===== src/logic/intr_pkg.sv =====
package intr_pkg;

  // Source indices; a lower index wins when several are pending.
  localparam int NSRC        = 7;
  localparam int SRC_CMP     = 0;
  localparam int SRC_BOUNCE  = 1;
  localparam int SRC_TB0     = 2;
  localparam int SRC_TMR_P   = 3;
  localparam int SRC_TMR_A   = 4;
  localparam int SRC_EEPROM  = 5;
  localparam int SRC_TB1     = 6;

  // Register byte offsets on the bus.
  localparam logic [7:0] OFF_CTRL_ZERO = 8'h00;
  localparam logic [7:0] OFF_CTRL_ONE  = 8'h04;
  localparam logic [7:0] OFF_STATUS    = 8'h08;

  // Field positions of control zero.
  localparam int C0_GIE_BIT  = 0;
  localparam int C0_EN_LSB   = 1;
  localparam int C0_FLAG_LSB = 4;
  localparam int C0_FIELD_W  = 3;

  // Field positions of control one.
  localparam int C1_EN_LSB   = 0;
  localparam int C1_FLAG_LSB = 4;
  localparam int C1_FIELD_W  = 4;

  // Field positions of the status register.
  localparam int ST_REQ_BIT   = 0;
  localparam int ST_SEL_LSB   = 1;
  localparam int ST_SEL_W     = 3;
  localparam int ST_DEPTH_LSB = 4;
  localparam int DEPTH_W      = 4;

  // Reset values.
  localparam logic [7:0] CTRL_ZERO_RESET = 8'h00;
  localparam logic [7:0] CTRL_ONE_RESET  = 8'h00;

  // Vector addresses, one per source index.
  localparam logic [15:0] VEC_ADDR [NSRC] = '{16'h0004, 16'h0008, 16'h000C, 16'h0010,
                                              16'h0014, 16'h0018, 16'h001C};

endpackage


===== src/logic/req_flag_if.sv =====
`timescale 1ns/10ps
interface req_flag_if #(
  parameter int N = 7
);
  logic [N-1:0] set;
  logic [N-1:0] clr;
  logic [N-1:0] wr_en;
  logic [N-1:0] wr_val;
  logic [N-1:0] flag;
  logic [N-1:0] rise;

  modport bank (input set, input clr, input wr_en, input wr_val, output flag, output rise);
  modport ctrl (output set, output clr, output wr_en, output wr_val, input flag, input rise);
endinterface


===== src/logic/req_flag_bank.sv =====
`timescale 1ns/10ps
module req_flag_bank #(
  parameter int N = 7
) (
  // Clock and reset.
  input wire logic  clk,
  input wire logic  rst_b,
  // Flag controls and state.
  req_flag_if.bank  bus
);

  logic [N-1:0] flag_reg;
  logic [N-1:0] flag_next;

  // A hardware event beats both a service clear and a software write in the same cycle.
  always_comb begin
    flag_next = flag_reg;
    flag_next = (flag_next & ~bus.wr_en) | (bus.wr_val & bus.wr_en);
    flag_next = flag_next & ~bus.clr;
    flag_next = flag_next | bus.set;
  end

  always_ff @(posedge clk or negedge rst_b) begin
    if (!rst_b) begin
      flag_reg <= '0;
    end else begin
      flag_reg <= flag_next;
    end
  end

  assign bus.flag = flag_reg;
  // Only a zero to one change counts, so a flag already set gives no wake-up.
  assign bus.rise = flag_next & ~flag_reg;

endmodule


===== src/logic/intr_ctrl.sv =====
`timescale 1ns/10ps
module intr_ctrl #(
  parameter int ADDR_W = 8,
  parameter int PC_W   = 12
) (
  // Clock and reset.
  input  wire logic              CLOCK,
  input  wire logic              RST_B,
  // Register bus.
  input  wire logic              PSEL,
  input  wire logic              PENABLE,
  input  wire logic              PWRITE,
  input  wire logic [ADDR_W-1:0] PADDR,
  input  wire logic [31:0]       PWDATA,
  input  wire logic [3:0]        PSTRB,
  output logic      [31:0]       PRDATA,
  output logic                   PREADY,
  output logic                   PSLVERR,
  // Event sources.
  input  wire logic              CMP_OUT,
  input  wire logic              BOUNCE_OUT,
  input  wire logic              TB0_OVF,
  input  wire logic              TB1_OVF,
  input  wire logic              EEPROM_WR_DONE,
  input  wire logic              TMR_P_MATCH,
  input  wire logic              TMR_A_MATCH,
  // Core and stack.
  input  wire logic [PC_W-1:0]   NEXT_PC,
  input  wire logic              STACK_FULL,
  input  wire logic              IRQ_ACK,
  input  wire logic              RETURN_FROM_INTERRUPT_EXEC,
  input  wire logic              SLEEP_MODE,
  output logic                   IRQ_REQ,
  output logic      [PC_W-1:0]   IRQ_VECTOR,
  output logic                   STACK_PUSH,
  output logic      [PC_W-1:0]   STACK_PUSH_DATA,
  output logic                   PC_LOAD,
  output logic      [PC_W-1:0]   PC_LOAD_VALUE,
  output logic                   STACK_POP,
  output logic                   WAKE
);

  localparam int N = intr_pkg::NSRC;

  generate
    if (ADDR_W < 4 || ADDR_W > 32) begin : g_bad_addr
      $error("ADDR_W must lie between 4 and 32");
    end
    if (PC_W < 5 || PC_W > 16) begin : g_bad_pc
      $error("PC_W must lie between 5 and 16");
    end
    // The source map and the select field are laid out for seven sources; the depth field must fit the status byte.
    if (N != intr_pkg::C0_FIELD_W + intr_pkg::C1_FIELD_W) begin : g_bad_split
      $error("The sources must fill the flag fields of both control registers");
    end
    if (N > 8 || intr_pkg::ST_SEL_W != 3) begin : g_bad_sel
      $error("The offered source index must fit the three bit select field");
    end
    if (intr_pkg::ST_DEPTH_LSB + intr_pkg::DEPTH_W > 8) begin : g_bad_depth
      $error("The depth field must fit in the status byte");
    end
    if (intr_pkg::C0_FLAG_LSB + intr_pkg::C0_FIELD_W > 7) begin : g_bad_c0
      $error("Bit 7 of control zero must stay free");
    end
    // A vector too wide for the counter would otherwise be cut silently by the cast in vec_of.
    for (genvar g = 0; g < N; g++) begin : g_vec_fit
      if ((int'(intr_pkg::VEC_ADDR[g]) >> PC_W) != 0) begin : g_bad_vec
        $error("A vector address does not fit in PC_W bits");
      end
    end
  endgenerate

  req_flag_if #(.N(N)) flags_if ();

  req_flag_bank #(.N(N)) u_flags (
    .clk   (CLOCK),
    .rst_b (RST_B),
    .bus   (flags_if.bank)
  );

  // Control state.
  logic                        global_en_reg;
  logic [N-1:0]                en_reg;
  logic                        irq_req_reg;
  logic [2:0]                  sel_reg;
  logic [PC_W-1:0]             vector_reg;
  logic                        push_reg;
  logic [PC_W-1:0]             push_data_reg;
  logic                        pc_load_reg;
  logic [PC_W-1:0]             pc_load_value_reg;
  logic                        pop_reg;
  logic                        wake_reg;
  logic [intr_pkg::DEPTH_W-1:0] depth_reg;

  // Event detection state.
  logic                        cmp_prev_reg;
  logic                        bounce_prev_reg;
  logic                        primed_reg;

  // Bus state.
  logic                        pready_reg;
  logic [31:0]                 prdata_reg;
  logic                        pslverr_reg;

  // Combinational terms.
  logic [N-1:0]                events;
  logic [N-1:0]                active;
  logic [2:0]                  sel;
  logic                        any_active;
  logic                        can_req;
  logic                        take;
  logic                        setup_phase;
  logic                        access_done;
  logic                        hit_zero;
  logic                        hit_one;
  logic                        hit_status;
  logic                        wr_zero;
  logic                        wr_one;
  logic [7:0]                  ctrl_zero_val;
  logic [7:0]                  ctrl_one_val;
  logic [7:0]                  status_val;

  function automatic logic [PC_W-1:0] vec_of(input logic [2:0] s);
    logic [PC_W-1:0] v;
    v = '0;
    for (int i = 0; i < N; i++) begin
      if (s == 3'(i)) begin
        v = PC_W'(intr_pkg::VEC_ADDR[i]);
      end
    end
    return v;
  endfunction

  // The level sources are compared against their last sample; the first sample after
  // reset only primes the history so that reset itself never looks like a transition.
  always_ff @(posedge CLOCK or negedge RST_B) begin
    if (!RST_B) begin
      cmp_prev_reg    <= 1'b0;
      bounce_prev_reg <= 1'b0;
      primed_reg      <= 1'b0;
    end else begin
      cmp_prev_reg    <= CMP_OUT;
      bounce_prev_reg <= BOUNCE_OUT;
      primed_reg      <= 1'b1;
    end
  end

  // The pulse sources are one clock wide, so every high cycle counts as one event.
  always_comb begin
    events                       = '0;
    events[intr_pkg::SRC_CMP]    = primed_reg & (CMP_OUT ^ cmp_prev_reg);
    events[intr_pkg::SRC_BOUNCE] = primed_reg & (BOUNCE_OUT ^ bounce_prev_reg);
    events[intr_pkg::SRC_TB0]    = TB0_OVF;
    events[intr_pkg::SRC_TB1]    = TB1_OVF;
    events[intr_pkg::SRC_EEPROM] = EEPROM_WR_DONE;
    events[intr_pkg::SRC_TMR_P]  = TMR_P_MATCH;
    events[intr_pkg::SRC_TMR_A]  = TMR_A_MATCH;
  end

  // Events reach the bank whatever the enables hold; gating happens only towards the core.
  assign flags_if.set = events;

  // Bus decode.
  assign setup_phase = PSEL & ~PENABLE;
  assign access_done = PSEL & PENABLE & pready_reg;
  assign hit_zero    = PADDR == ADDR_W'(intr_pkg::OFF_CTRL_ZERO);
  assign hit_one     = PADDR == ADDR_W'(intr_pkg::OFF_CTRL_ONE);
  assign hit_status  = PADDR == ADDR_W'(intr_pkg::OFF_STATUS);
  // Only byte lane zero carries register bits, so a write without it changes nothing.
  assign wr_zero     = access_done & PWRITE & hit_zero & PSTRB[0];
  assign wr_one      = access_done & PWRITE & hit_one & PSTRB[0];

  // Software writes to the flag fields.
  always_comb begin
    flags_if.wr_en  = '0;
    flags_if.wr_val = '0;
    if (wr_zero) begin
      flags_if.wr_en[2:0]  = '1;
      flags_if.wr_val[2:0] = PWDATA[intr_pkg::C0_FLAG_LSB +: intr_pkg::C0_FIELD_W];
    end
    if (wr_one) begin
      flags_if.wr_en[6:3]  = '1;
      flags_if.wr_val[6:3] = PWDATA[intr_pkg::C1_FLAG_LSB +: intr_pkg::C1_FIELD_W];
    end
  end

  // Read values.
  always_comb begin
    ctrl_zero_val = '0;
    ctrl_zero_val[intr_pkg::C0_GIE_BIT] = global_en_reg;
    ctrl_zero_val[intr_pkg::C0_EN_LSB +: intr_pkg::C0_FIELD_W]   = en_reg[2:0];
    ctrl_zero_val[intr_pkg::C0_FLAG_LSB +: intr_pkg::C0_FIELD_W] = flags_if.flag[2:0];
    ctrl_one_val = '0;
    ctrl_one_val[intr_pkg::C1_EN_LSB +: intr_pkg::C1_FIELD_W]    = en_reg[6:3];
    ctrl_one_val[intr_pkg::C1_FLAG_LSB +: intr_pkg::C1_FIELD_W]  = flags_if.flag[6:3];
    status_val = '0;
    status_val[intr_pkg::ST_REQ_BIT] = irq_req_reg;
    status_val[intr_pkg::ST_SEL_LSB +: intr_pkg::ST_SEL_W]       = sel_reg;
    status_val[intr_pkg::ST_DEPTH_LSB +: intr_pkg::DEPTH_W]      = depth_reg;
  end

  // The slave answers in the first access cycle, so every transfer is two cycles long.
  always_ff @(posedge CLOCK or negedge RST_B) begin
    if (!RST_B) begin
      pready_reg  <= 1'b0;
      prdata_reg  <= '0;
      pslverr_reg <= 1'b0;
    end else if (setup_phase) begin
      pready_reg  <= 1'b1;
      pslverr_reg <= ~(hit_zero | hit_one | hit_status);
      if (PWRITE) begin
        prdata_reg <= '0;
      end else if (hit_zero) begin
        prdata_reg <= {24'h000000, ctrl_zero_val};
      end else if (hit_one) begin
        prdata_reg <= {24'h000000, ctrl_one_val};
      end else if (hit_status) begin
        prdata_reg <= {24'h000000, status_val};
      end else begin
        prdata_reg <= '0;
      end
    end else begin
      pready_reg  <= 1'b0;
      pslverr_reg <= 1'b0;
    end
  end

  // Fixed priority: the lowest pending enabled index wins.
  assign active     = flags_if.flag & en_reg;
  assign any_active = |active;

  always_comb begin
    sel = 3'h0;
    for (int i = N - 1; i >= 0; i--) begin
      if (active[i]) begin
        sel = 3'(i);
      end
    end
  end

  assign can_req = global_en_reg & any_active & ~STACK_FULL;
  // The core's acknowledge is honoured only if the offered source is still valid now.
  assign take    = IRQ_ACK & irq_req_reg & global_en_reg & ~STACK_FULL & active[sel_reg];
  assign flags_if.clr = take ? (N'(1) << sel_reg) : '0;

  // Source enables.
  always_ff @(posedge CLOCK or negedge RST_B) begin
    if (!RST_B) begin
      en_reg <= {intr_pkg::CTRL_ONE_RESET[intr_pkg::C1_EN_LSB +: intr_pkg::C1_FIELD_W],
                 intr_pkg::CTRL_ZERO_RESET[intr_pkg::C0_EN_LSB +: intr_pkg::C0_FIELD_W]};
    end else begin
      if (wr_zero) begin
        en_reg[2:0] <= PWDATA[intr_pkg::C0_EN_LSB +: intr_pkg::C0_FIELD_W];
      end
      if (wr_one) begin
        en_reg[6:3] <= PWDATA[intr_pkg::C1_EN_LSB +: intr_pkg::C1_FIELD_W];
      end
    end
  end

  // Service entry beats every other update so that the taken routine always starts blocked.
  always_ff @(posedge CLOCK or negedge RST_B) begin
    if (!RST_B) begin
      global_en_reg <= intr_pkg::CTRL_ZERO_RESET[intr_pkg::C0_GIE_BIT];
    end else if (take) begin
      global_en_reg <= 1'b0;
    end else if (RETURN_FROM_INTERRUPT_EXEC) begin
      global_en_reg <= 1'b1;
    end else if (wr_zero) begin
      global_en_reg <= PWDATA[intr_pkg::C0_GIE_BIT];
    end
  end

  // Request offered to the core.
  // The vector follows the current winner every cycle, so it names the source that an ack would serve.
  always_ff @(posedge CLOCK or negedge RST_B) begin
    if (!RST_B) begin
      irq_req_reg <= 1'b0;
      sel_reg     <= 3'h0;
      vector_reg  <= '0;
    end else begin
      irq_req_reg <= can_req & ~take;
      sel_reg     <= sel;
      vector_reg  <= vec_of(sel);
    end
  end

  // Entry and return actions towards the core and stack.
  always_ff @(posedge CLOCK or negedge RST_B) begin
    if (!RST_B) begin
      push_reg          <= 1'b0;
      push_data_reg     <= '0;
      pc_load_reg       <= 1'b0;
      pc_load_value_reg <= '0;
      pop_reg           <= 1'b0;
    end else begin
      push_reg    <= take;
      pc_load_reg <= take;
      pop_reg     <= RETURN_FROM_INTERRUPT_EXEC;
      if (take) begin
        push_data_reg     <= NEXT_PC;
        pc_load_value_reg <= vec_of(sel_reg);
      end
    end
  end

  // Service depth, visible to software; saturates rather than wrapping.
  always_ff @(posedge CLOCK or negedge RST_B) begin
    if (!RST_B) begin
      depth_reg <= '0;
    end else if (take && !RETURN_FROM_INTERRUPT_EXEC) begin
      if (depth_reg != '1) begin
        depth_reg <= depth_reg + 1'b1;
      end
    end else if (RETURN_FROM_INTERRUPT_EXEC && !take) begin
      if (depth_reg != '0) begin
        depth_reg <= depth_reg - 1'b1;
      end
    end
  end

  // Wake-up ignores every enable bit.
  // A flag written to one by software during sleep wakes as well, since that is a rise of the flag.
  always_ff @(posedge CLOCK or negedge RST_B) begin
    if (!RST_B) begin
      wake_reg <= 1'b0;
    end else begin
      wake_reg <= SLEEP_MODE & (|flags_if.rise);
    end
  end

  assign PRDATA          = prdata_reg;
  assign PREADY          = pready_reg;
  assign PSLVERR         = pslverr_reg;
  assign IRQ_REQ         = irq_req_reg;
  assign IRQ_VECTOR      = vector_reg;
  assign STACK_PUSH      = push_reg;
  assign STACK_PUSH_DATA = push_data_reg;
  assign PC_LOAD         = pc_load_reg;
  assign PC_LOAD_VALUE   = pc_load_value_reg;
  assign STACK_POP       = pop_reg;
  assign WAKE            = wake_reg;

endmodule


===== config.mk =====
export PLATFORM = sky130hd
export DESIGN_NAME = intr_ctrl
export DESIGN_NICKNAME = d
export VERILOG_FILES = /design/src/logic/intr_pkg.sv /design/src/logic/req_flag_if.sv /design/src/logic/req_flag_bank.sv /design/src/logic/intr_ctrl.sv
export SDC_FILE = /design/constraint.sdc
export NUM_CORES = 1
export LEC_CHECK = 0
export CAP_MARGIN = 20
export CORE_AREA = 3 3 82 84
export CTS_CLUSTER_DIAMETER = 80
export DETAILED_ROUTE_END_ITERATION = 7
export DIE_AREA = 0 0 85 87
export DONT_BUFFER_PORTS = 1
export MAX_ROUTING_LAYER = met4
export PLACE_DENSITY = 0.66
export SYNTH_ARGS = -nofsm -noshare
export SYNTH_HDL_FRONTEND = slang
export SYNTH_HIERARCHICAL = 1
export SYNTH_SLANG_ARGS = --single-unit

===== constraint.sdc =====
create_clock -name CLOCK -period 3.05 [get_ports CLOCK]
set_input_delay 0.61 -clock CLOCK [delete_from_list [all_inputs] [get_ports CLOCK]]
set_output_delay 0.61 -clock CLOCK [all_outputs]
set_load 0.05 [all_outputs]

Word level (Yosys, flattened, before mapping)
Cells that the tools add are included.
{ "classes": {"order_cmp": 1, "n_eq_ne": 16, "n_shift": 1, "add_sub_neg": 2, "muxes": 41, "n_bitwise": 36, "reduce_logical": 14} }
{ "op_table": {"columns": ["operator", "n"], "rows": [
  ["12-bit 2-to-1 mux", 6],
  ["7-bit AND", 5],
  ["3-bit 2-to-1 mux", 11],
  ["4-bit 2-to-1 mux", 8],
  ["8-bit 2-to-1 mux", 4],
  ["7-bit inverter", 3],
  ["5-bit 2-to-1 mux", 4],
  ["1-bit AND", 18],
  ["3-bit == test (second input constant)", 6],
  ["7-bit OR", 2],
  ["7-bit OR reduction", 2],
  ["3-bit by 2-bit == test with 1-bit output (second input constant)", 4],
  ["8-bit by 3-bit == test with 1-bit output (second input constant)", 1],
  ["8-bit by 4-bit == test with 1-bit output (second input constant)", 1],
  ["8-bit logical NOT", 1],
  ["7-bit 2-to-1 mux", 1],
  ["1-bit by 3-bit left shift with 7-bit output (first input constant)", 1],
  ["3-bit by 1-bit == test with 1-bit output (second input constant)", 2],
  ["3-bit logical NOT", 2],
  ["1-bit 2-to-1 mux", 6],
  ["4-bit by 1-bit adder with 4-bit output (second input constant)", 1],
  ["3-bit by 4-bit < comparator with 1-bit output (second input constant)", 1],
  ["4-bit inequality test (second input constant)", 1],
  ["1-bit inverter", 4],
  ["other kinds (11)", 16]
]} }
{ "totals": {"ff_bits": 99, "output_inout_bits": 75, "inputBits": 72, "wordCells": 130} }

Logic depth before layout (Yosys ltp)
Gate-level depths: netlist of run 1.
{ "logic_depth": {"depth_word": 16, "mapped_depth": 14, "depth_no_buf": 13} }

By module
The synthesis of run 1 kept the hierarchy.
{ "modules_own_cells": {"columns": ["module", "n_inst", "cells_each", "area_each_um2", "seq_area_each_um2"], "rows": [
  ["intr_ctrl", 1, 271, 2897.8, 1251.2],
  ["req_flag_bank", 1, 42, 394.1, 175.2]
]} }

Worst setup path before layout of run 1
No wires, ideal clock.
{ "synth_path": {"kind": "flip-flop to flip-flop", "start": "register sel_reg[0]", "end": "register depth_reg[1] (netlist name)", "setup_time_ps": 125, "period_less_slack_ps": 2687, "required_time_ps": 2925, "setup_slack_ps": 363, "n_path_buf": 1, "arrival_ps": 2563, "stages_incl_launch_ff": 12, "cell_sequence": "dfrtp_1 -> inv_2 -> mux4_2 -> nand2_1 -> nand2_4 -> buf_6 -> inv_1 -> ha_1 -> or4_1 -> nor2_1 -> a311oi_1 -> mux2_2"} }
{ "synth_via": {"elab_chain_cells": 7, "word_cells_on_any_way": 11, "classes_between": "eq/ne (1); mux (3); bitwise (1); reduce/logical (6)"} }
{ "synth_rtl": {"columns": ["element", "line", "rtl"], "rows": [
  ["start: declaration", "intr_ctrl.sv:85", "logic [2:0] sel_reg;"],
  ["start signal: assignment", "intr_ctrl.sv:283", "sel_reg <= sel;"],
  ["1-bit binary-select mux with 3-bit select *", "intr_ctrl.sv:243", "assign take = IRQ_ACK & irq_req_reg & global_en_reg & ~STACK_FULL & active[sel_reg];"],
  ["1-bit 2-to-1 mux (not written as such) *", "intr_ctrl.sv:243", null],
  ["1-bit AND *", "intr_ctrl.sv:243", null],
  ["via take", "intr_ctrl.sv:111", "logic take;"],
  ["1-bit logical NOT", "intr_ctrl.sv:315", "end else if (RETURN_FROM_INTERRUPT_EXEC && !take) begin"],
  ["1-bit logical AND", "intr_ctrl.sv:315", null],
  ["2-bit nonzero test (no source line)", null, null],
  ["3-bit AND reduction (no source line)", null, null],
  ["end signal: assignment", "intr_ctrl.sv:313", "depth_reg <= depth_reg + 1'b1;"],
  ["end signal: assignment", "intr_ctrl.sv:317", "depth_reg <= depth_reg - 1'b1;"],
  ["end: declaration", "intr_ctrl.sv:93", "logic [intr_pkg::DEPTH_W-1:0] depth_reg;"]
]} }
The timed path passes the listed nets; every way through them passes the cells marked *. The select of a mux whose other input is x is not followed.
A chain may end at the register's enable or synchronous reset.

Worst setup path in the final report of run 1
{ "layout_path": {"start": "register sel_reg[0]", "end": "register depth_reg[3] (netlist name)"} }
Same word-level chain as after synthesis.

==> results of run 1 <==
==> placed cells by master (no fill, tap or decap), types with 7 or more instances in the layout <==
cell type	instances
nand2_1	26
clkbuf_8	11
dfrtp_1	57
and2_1	10
mux2i_1	8
ha_1	8
mux2_4	12
conb_1	43
o21ai_1	7
buf_4	7
nand3b_1	8
nor2_1	11
a21oi_1	17
mux2_2	11
inv_1	17
==> routing by layer <==
metal,up-vias,global-route usage [%]
li1,1013,-
met1,1025,26.0
met2,108,29.4
met3,12,5.96
met4,0,8.49
met5,-,-
==> worst max-delay path, cell delays in order (launching register included) <==
cell and delay [ns]:
dfrtp_1 0.42, inv_2 0.14, mux4_2 0.50, nand2_1 0.13, nand2_4 0.06, inv_1 0.07
ha_1 0.18, inv_1 0.10, ha_1 0.28, a21o_1 0.17, a21oi_1 0.17, xnor2_1 0.14
nand2_1 0.09, xnor2_1 0.12
==> logic make-up (layout without fill, tap and decap cells) <==
kind of cell	Yosys count	count (layout)	synth area share (%)
AO/OA/AOI/OAI	53	53	10.7
other	2	43	0.228
multiplexers	32	32	12.4
flip-flops	57	57	43.3
AND/OR/NAND/NOR	86	86	15.1
buffers and inverters	68	43	13.1
XOR/XNOR	6	6	1.60
adder cells (fa/ha/maj)	9	9	3.65
==> stage by stage <==
step | setup slack [ns] | hold WS [ns] | std cells | cell area (um^2) | util (%)
2_1_floorplan | 0.363 | 0.314 | 354 | 3450 | -
3_3_place_gp | 0.390 | 0.316 | 387 | 3230 | 53.9
3_5_place_dp | 0.365 | 0.316 | 387 | 3230 | 53.9
4_1_cts | 0.350 | 0.134 | 404 | 3430 | 57.3
5_1_grt | 0.112 | 0.135 | 404 | 3430 | 57.3
6_report | 0.370 | 0.122 | 404 | 3430 | 57.3
==> final cells by class <==
cell class / count / area [um^2] / share of cell area [%]
Multi-Input combinational cell: 229 / 1590 / 46.2
Sequential cell: 57 / 1430 / 41.5
Inverter: 19 / 71.3 / 2.08
Tap cell: 75 / 93.8 / 2.73
Clock inverter: 3 / 15.0 / 0.437
Clock buffer: 13 / 159 / 4.63
Timing Repair Buffer: 8 / 80.1 / 2.33
==> power groups by stage <==
stage | Clock, mW | Combinational, mW | Sequential (mW)
2_1_floorplan | 0 | 0.285 | 0.849
3_3_place_gp | 0 | 0.258 | 0.865
3_5_place_dp | 0 | 0.264 | 0.867
4_1_cts | 0.648 | 0.285 | 0.854
5_1_grt | 0.683 | 0.313 | 0.860
6_report | 0.632 | 0.283 | 0.854
==> final timing paths <==
check,depth (start not counted),to
min in group CLOCK,0,STACK_POP
min,1,depth_reg[3]
max reg2reg,13,depth_reg[3]
max,13,depth_reg[3]
min reg2reg,1,depth_reg[3]
max in group asynchronous,1,STACK_PUSH_DATA[9]
==> what timing repair did <==
item                      CTS  global route
gates resized for setup     0             0
hold endpoints to repair   57             0
hold buffers                1             0
==> run_results.csv, run 1 <==
group,metric,value,unit
outcome,status,"finished, final reports clean",
sta,rsz0062_at_grt,"false",
cells_and_area,largest_register_ffs,12,
sta,fin_worst_skew,0.00693,ns
power,power_density,515,nW/um^2
logic_synthesis,ys_warn_count,6,
place,dp_hpwl,5050,um
cells_and_area,nets,405,
drt,drc,0,
logic_synthesis,avgSynthCellArea,10.5,um^2
clock_tree,cts_setup_buffers,0,
sta,fin_tns_setup,0,ns
cells_and_area,syn_to_final_growth,4.29,%
power,seqPwrFrac,48.3,%
global_routing,grt.total_usage,20.1,%
logic_synthesis,ys_seq_area_share,43.3,%
place,io_buffers,0,
logic_synthesis,synth-async-reset-ratio,100,%
setup_path,r2r_start,"sel_reg[0]",
power,vdd_drop_max,0.279,mV
power,combPwrFrac,16.0,%
clock_tree,cts_max_level,3,
drt,via_count,2158,
setup_path,r2r_slack,0.37,ns
power,intPower,1.22,mW
global_routing,grt_max_degree,58,
sta,period_share,87.9,%
global_routing,grt.overflow.total,0,
logic_synthesis,synth_area_leaders,"dfrtp_1 (43%), buf_4 (9.8%), mux2_4 (5.5%)",
logic_synthesis,synth_top_area_share,43.3,%
floorplan,coreArea,5990,um^2
logic_synthesis,synth_edf_count,0,
place,place_congestion,0.917,
clock_tree,clockBufferDepth,2,
floorplan,die_area,7400,um^2
sta,post-route-min-period,2.68,ns
drt,drt_iter0_markers,124,
drt,wl_met2,3230,um
logic_synthesis,synth_largest_area_cell,"dfrtp_1",
worst_hold_path,hold_class,"input port to asynchronous set/reset pin",
floorplan,top_level_ports,147,
logic_synthesis,yosysMostFrequentCell,"dfrtp_1",
cells_and_area,diodes,0,
drt,wl_per_cell,17.0,um
sta,tightest_slew,0.866,ns
logic_synthesis,syn-cell-area,3290,um^2
drt,drtPass1Iterations,4,
setup_path,crit_start,"sel_reg[0]",
clock_tree,tritoncts,"done",
setup_path,critPathCaptureType,"register",
setup_path,critPathArrivalTime,2.91,ns
drt,highest_layer,"met4",
floorplan,die_w,85,um
cells_and_area,final_layout_size_suffix_gt1_share,16.4,%
drt,wl,6860,um
drt,ant_nets,0,
sta,relSlewSlack,42.3,%
sta,fmax,373,MHz
setup_path,crit_required,3.28,ns
sta,drv_slew,0,
drt,avgViaCountPerCell,5.34,
logic_synthesis,synth_cell_types,48,
global_routing,antenna_found_initial,0,
power,sw_frac_of_total,31.3,%
global_routing,grt_pass1_vias,2141,
sta,setup_viol,0,
setup_path,cp-start-kind,"register",
power,power,1.77,mW
logic_synthesis,ys_seq_elements,57,
logic_synthesis,synth_ff_type,"dfrtp_1",
global_routing,grt_pass1_wl,11100,um
logic_synthesis,synthTopCellsByCount,"dfrtp_1 (57), buf_4 (43), nand2_1 (26)",
clock_tree,root_buffer,"clkbuf_8",
sta,finalHoldViolCount,0,
drt,wl_met1,2940,um
run,max-cap-violations,0,
logic_synthesis,syn_inst,313,
floorplan,die_y,87,um
clock_tree,clock-sinks,57,
floorplan,rows,28,
clock_tree,cts_made_buffers,9,
drt,wl_met3,530,um
power,p_leak,1.71,nW
clock_tree,clk_latency,0.34,ns
setup_path,worstSetupPathType,"register to register",
cells_and_area,fill_cells,492,
power,switching_power,553,uW
clock_tree,cts.clk_slew.worst_paths,0.07,ns
floorplan,start_util,54.9,%
power,clkPwrFrac,35.7,%
setup_path,path_max_fanout,6,
Power figures use the tool's default switching activity.
==> inputs of run 2 (changes only) <==
Settings changed: CORE_AREA 3 3 82 84 to 3 3 86 80, CTS_CLUSTER_SIZE from default to 25, DIE_AREA 0 0 85 87 to 0 0 89 83, TNS_END_PERCENT from default to 20.
==> run_results.csv, run 2 (synthesis gave the netlist of run 1 again) <==
group,metric,value,unit
place,place_congestion,0.816,
setup_path,worstSetupPathType,"register to register",
drt,via_count,2149,
power,power_density,512,nW/um^2
floorplan,die_y,83,um
run,max-cap-violations,0,
sta,tightest_slew,0.867,ns
worst_hold_path,hold_class,"input port to asynchronous set/reset pin",
cells_and_area,design_area,3420,um^2
sta,post-route-min-period,2.69,ns
clock_tree,root_buffer,"clkbuf_8",
global_routing,antenna_found_initial,0,
drt,wl,6630,um
setup_path,critPathArrivalTime,2.91,ns
setup_path,reg2regPathDepth,13,
sta,fmax,371,MHz
outcome,status,"finished, final reports clean",
global_routing,grt.overflow.total,0,
floorplan,top_level_ports,147,
global_routing,grt_pass1_wl,10400,um
cells_and_area,layout_commonest_cell,"dfrtp_1",
cells_and_area,fill_cells,547,
sta,fin_worst_skew,0.00984,ns
setup_path,crit_slowest_cell,"mux4_2",
floorplan,die_w,89,um
drt,drtPass1Iterations,4,
drt,drt_iter0_markers,134,
sta,relSlewSlack,42.2,%
cells_and_area,largest_register_ffs,12,
drt,ant_nets,0,
place,io_buffers,0,
drt,avgViaCountPerCell,5.37,
floorplan,die_area,7390,um^2
drt,wl_per_cell,16.6,um
clock_tree,cts.clk_slew.worst_paths,0.07,ns
global_routing,grt.total_usage,19.2,%
setup_path,worstPathCellList,"inv_2 > mux4_2 > nand2_1 > nand2_4 > inv_1 > ha_1 > inv_1 > ha_1 > a21o_1 > a21oi_1 > xnor2_1 > nand2_1 > xnor2_1",
setup_path,crit_required,3.27,ns
clock_tree,tritoncts,"done",
place,dp_hpwl,4880,um
sta,rsz0062_at_grt,"false",
setup_path,r2r_start,"sel_reg[0]",
sta,holdWs,0.133,ns
setup_path,worstReg2RegEnd,"depth_reg[3]",
cells_and_area,nets,404,
drt,drc,0,
sta,drv_slew,0,
place,place_area,3220,um^2
floorplan,coreArea,6050,um^2
setup_path,crit_start,"sel_reg[0]",
cells_and_area,syn_to_final_growth,3.95,%
floorplan,start_util,54.4,%
clock_tree,clk_latency,0.33,ns
sta,finalHoldViolCount,0,
setup_path,critPathCaptureType,"register",
setup_path,worst_path_largest_cell_delay,0.50,ns
clock_tree,cts_made_buffers,9,
sta,fin_tns_setup,0,ns
global_routing,grt_pass1_vias,2061,
sta,setup_viol,0,
clock_tree,cts_max_level,3,
setup_path,cp-start-kind,"register",
power,vdd_drop_max,0.324,mV
setup_path,r2r_slack,0.36,ns
floorplan,rows,27,
setup_path,path_max_fanout,6,
sta,period_share,88.3,%
power,p_leak,1.70,nW
global_routing,grt_max_degree,58,
clock_tree,clock-sinks,57,
clock_tree,clockBufferDepth,2,
cells_and_area,final_layout_size_suffix_gt1_share,16.2,%
cells_and_area,final_cell_mix,"dfrtp_1 (57), conb_1 (43), nand2_1 (26)",
cells_and_area,diodes,0,
## run 2: cell count changes in the layout (fill, tap and decap cells not counted)
| cell | delta |
|---|---|
| buf_4 | -1 |
## run 2: metrics by stage
step | cells | util (%) | total power [mW] | setup slack, ns
2_1_floorplan | 354 | - | 1.13 | 0.363
3_3_place_gp | 383 | 53.3 | 1.12 | 0.377
3_5_place_dp | 383 | 53.3 | 1.13 | 0.357
4_1_cts | 400 | 56.6 | 1.78 | 0.345
5_1_grt | 400 | 56.6 | 1.83 | 0.166
6_report | 400 | 56.6 | 1.75 | 0.357
## run 2: timing repair
item                                    in CTS  in global routing
endpoints found under the setup margin       0                  0
endpoints found under the hold margin       57                  0
resized for setup                            0                  0
setup buffers                                0                  0
hold buffers                                 1                  0
## run 2: worst max-delay path, delay by kind of cell, from the launching register on
kind,cells,cell delay [ns]
flip-flops,1,0.42
AND/OR/NAND/NOR,3,0.28
XOR/XNOR,2,0.27
multiplexers,1,0.50
AO/OA/AOI/OAI,2,0.33
buffers and inverters,3,0.33
adder cells (fa/ha/maj),2,0.46
## run 2: where the power goes
group	switching, mW	leakage, nW	total [mW]	internal, mW
registers	0.0585	0.731	0.849	0.791
logic	0.194	0.878	0.282	0.0886
clock network	0.287	0.0932	0.622	0.335
total	0.539	1.70	1.75	1.21
## run 2: how the worst max path moves through the flow
| stage | endpoint | slack, ns | cells after the start |
|---|---|---|---|
| 3_3_place_gp | depth_reg[3] | 0.38 | 13 |
| 5_1_grt | depth_reg[3] | 0.17 | 13 |
| 3_5_place_dp | depth_reg[3] | 0.36 | 13 |
| 2_1_floorplan | depth_reg[1] | 0.36 | 11 |
| 4_1_cts | depth_reg[3] | 0.34 | 13 |
| 6_report | depth_reg[3] | 0.36 | 13 |
## run 2: cell type report
type / instances / area, um^2 / share of cell area [%]
flip-flops and latches: 57 / 1430 / 41.7
clock inverters: 3 / 15.0 / 0.439
clock buffers: 13 / 159 / 4.64
repair buffers: 7 / 72.6 / 2.12
inverters: 19 / 71.3 / 2.08
well taps: 72 / 90.1 / 2.63
multi-input cells: 229 / 1590 / 46.4
## run 2: per-layer routing
layer	GRT usage [%]	up-vias	share of wire (%)	wire [um]
met5	-	-	0	0
met4	7.04	0	1.5	97
met3	5.56	9	7.8	516
met2	27.5	94	46	3050
met1	25.8	1031	45	2960
li1	-	1015	-	-
==> inputs of run 3 (changes only) <==
--- a/config.mk
+++ b/config.mk
@@ -7,9 +7,9 @@
 export LEC_CHECK = 0
 export CAP_MARGIN = 20
-export CORE_AREA = 3 3 86 80
+export CORE_AREA = 2 2 85 79
 export CTS_CLUSTER_DIAMETER = 80
 export CTS_CLUSTER_SIZE = 25
 export DETAILED_ROUTE_END_ITERATION = 7
-export DIE_AREA = 0 0 89 83
+export DIE_AREA = 0 0 87 81
 export DONT_BUFFER_PORTS = 1
 export MAX_ROUTING_LAYER = met4
==> constraint.sdc (replaced) <==
create_clock -name CLOCK -period 3.05 [get_ports CLOCK]
set_input_delay 0.1525 -clock CLOCK [delete_from_list [all_inputs] [get_ports CLOCK]]
set_output_delay 0.1525 -clock CLOCK [all_outputs]
set_load 0.05 [all_outputs]
==> run_results.csv, run 3 (synthesis gave the netlist of run 1 again) <==
group,metric,value,unit
setup_path,worstSetupPathType,"register to register",
sta,finalHoldViolCount,0,
clock_tree,root_buffer,"clkbuf_8",
sta,relSlewSlack,42.4,%
sta,rsz0062_at_grt,"false",
clock_tree,tritoncts,"done",
global_routing,grt.total_usage,20.9,%
cells_and_area,nets,432,
drt,ant_nets,0,
drt,wl,6980,um
drt,drtPass1Iterations,4,
power,power_density,501,nW/um^2
drt,drc,0,
clock_tree,cts.clk_slew.worst_paths,0.07,ns
floorplan,top_level_ports,147,
drt,via_count,2293,
cells_and_area,final_cell_mix,"dfrtp_1 (57), conb_1 (43), dlygate4sd3_1 (28)",
cells_and_area,layout_commonest_cell,"dfrtp_1",
setup_path,cp-start-kind,"register",
floorplan,die_area,7050,um^2
power,power,1.87,mW
floorplan,coreArea,6270,um^2
cells_and_area,largest_register_ffs,12,
sta,fin_tns_setup,0,ns
cells_and_area,fill_cells,525,
global_routing,grt.overflow.total,0,
sta,fin_worst_skew,0.0105,ns
place,place_area,3220,um^2
clock_tree,clock-sinks,57,
setup_path,path_max_fanout,6,
global_routing,grt_pass1_wl,10800,um
power,vdd_drop_max,0.244,mV
sta,tightest_slew,0.865,ns
setup_path,crit_slowest_cell,"mux4_2",
setup_path,worst_path_largest_cell_delay,0.50,ns
clock_tree,clk_latency,0.33,ns
setup_path,worstPathCellList,"inv_2 > mux4_2 > nand2_1 > nand2_4 > inv_1 > ha_1 > inv_1 > ha_1 > a21o_1 > a21oi_1 > xnor2_1 > nand2_1 > xnor2_1",
sta,setup_viol,0,
drt,avgViaCountPerCell,5.32,
sta,drv_slew,0,
clock_tree,cts_setup_buffers,0,
setup_path,path_buf_inv,3,
clock_tree,cts_made_buffers,9,
cells_and_area,design_area,3730,um^2
floorplan,start_util,52.5,%
cells_and_area,syn_to_final_growth,13.3,%
worst_hold_path,hold_class,"input port to register",
place,place_congestion,0.894,
floorplan,die_w,87,um
run,max-cap-violations,0,
clock_tree,clockBufferDepth,2,
drt,drt_iter0_markers,173,
place,dp_hpwl,4830,um
clock_tree,cts_resized,0,
floorplan,rows,28,
cells_and_area,final_layout_size_suffix_gt1_share,15.2,%
place,io_buffers,0,
global_routing,grt_pass1_vias,2161,
sta,post-route-min-period,2.69,ns
power,p_leak,1.82,nW
clock_tree,cts_max_level,3,
drt,wl_per_cell,16.2,um
global_routing,grt_max_degree,58,
floorplan,die_y,81,um
outcome,status,"finished, final reports clean",
setup_path,critPathCaptureType,"register",
sta,period_share,88.2,%
clock_tree,cts_hold_buf,29,
cells_and_area,diodes,0,
setup_path,critPathArrivalTime,2.90,ns
global_routing,antenna_found_initial,0,
setup_path,crit_required,3.26,ns
sta,fmax,372,MHz
setup_path,cp_top_family,"multiplexers",
-- run 3: cell types whose count changed in the layout (fill, tap and decap cells not counted), sizes merged --
cell,change
dlygate4sd3,+28
clkbuf,-2
clkinvlp,+2
bufinv,+1
clkinv,-1
-- run 3: worst reg2reg max path: stages, from the launching register on --
cell and delay (ns):
dfrtp_1 0.42, inv_2 0.13, mux4_2 0.50, nand2_1 0.12, nand2_4 0.06, inv_1 0.09, ha_1 0.18, inv_1 0.11
ha_1 0.29, a21o_1 0.18, a21oi_1 0.16, xnor2_1 0.13, nand2_1 0.08, xnor2_1 0.12
-- run 3: power breakdown --
group / internal (mW) / switching (mW)
logic: 0.113 / 0.204
clock network: 0.397 / 0.310
registers: 0.790 / 0.0545
-- run 3: layout make-up --
| class | count | area, um^2 | area share, % |
|---|---|---|---|
| repair buffers | 35 | 353 | 9.46 |
| well taps | 75 | 93.8 | 2.52 |
| clock inverters | 5 | 55.1 | 1.48 |
| inverters | 19 | 71.3 | 1.91 |
| flip-flops and latches | 57 | 1430 | 38.3 |
| multi-input cells | 229 | 1590 | 42.6 |
| clock buffers | 11 | 141 | 3.79 |
-- run 3: path summary, 6_finish.rpt --
path	startpoint	end	slack, ns	cells after the start
worst min-delay path	PADDR[3]	PRDATA[5]	0.03	3
worst min register to register	depth_reg[3]	depth_reg[3]	0.52	1
worst max-delay path	sel_reg[0]	depth_reg[3]	0.36	13
min in group asynchronous	RST_B	en_reg[6]	0.34	2
worst max register to register	sel_reg[0]	depth_reg[3]	0.36	13
max in group asynchronous	RST_B	u_flags/bus.flag[1]	2.45	2
-- run 3: routing by layer --
layer  global-route usage (%)  part of all wire (%)  vias to the layer above
li1                         -                     -                     1073
met1                     27.3                    44                     1102
met2                     31.8                    46                      108
met3                     4.47                   8.4                       10
met4                     8.59                   1.7                        0
met5                        -                     0                        -
-- run 3: metrics by stage --
step / utilization (%) / setup WS (ns) / hold WS (ns) / cells
2_1_floorplan: - / 0.363 / -0.143 / 354
3_3_place_gp: 51.4 / 0.384 / -0.142 / 386
3_5_place_dp: 51.4 / 0.357 / -0.142 / 386
4_1_cts: 59.5 / 0.342 / 0.0130 / 431
5_1_grt: 59.5 / 0.136 / 0.0482 / 431
6_report: 59.5 / 0.360 / 0.0262 / 431
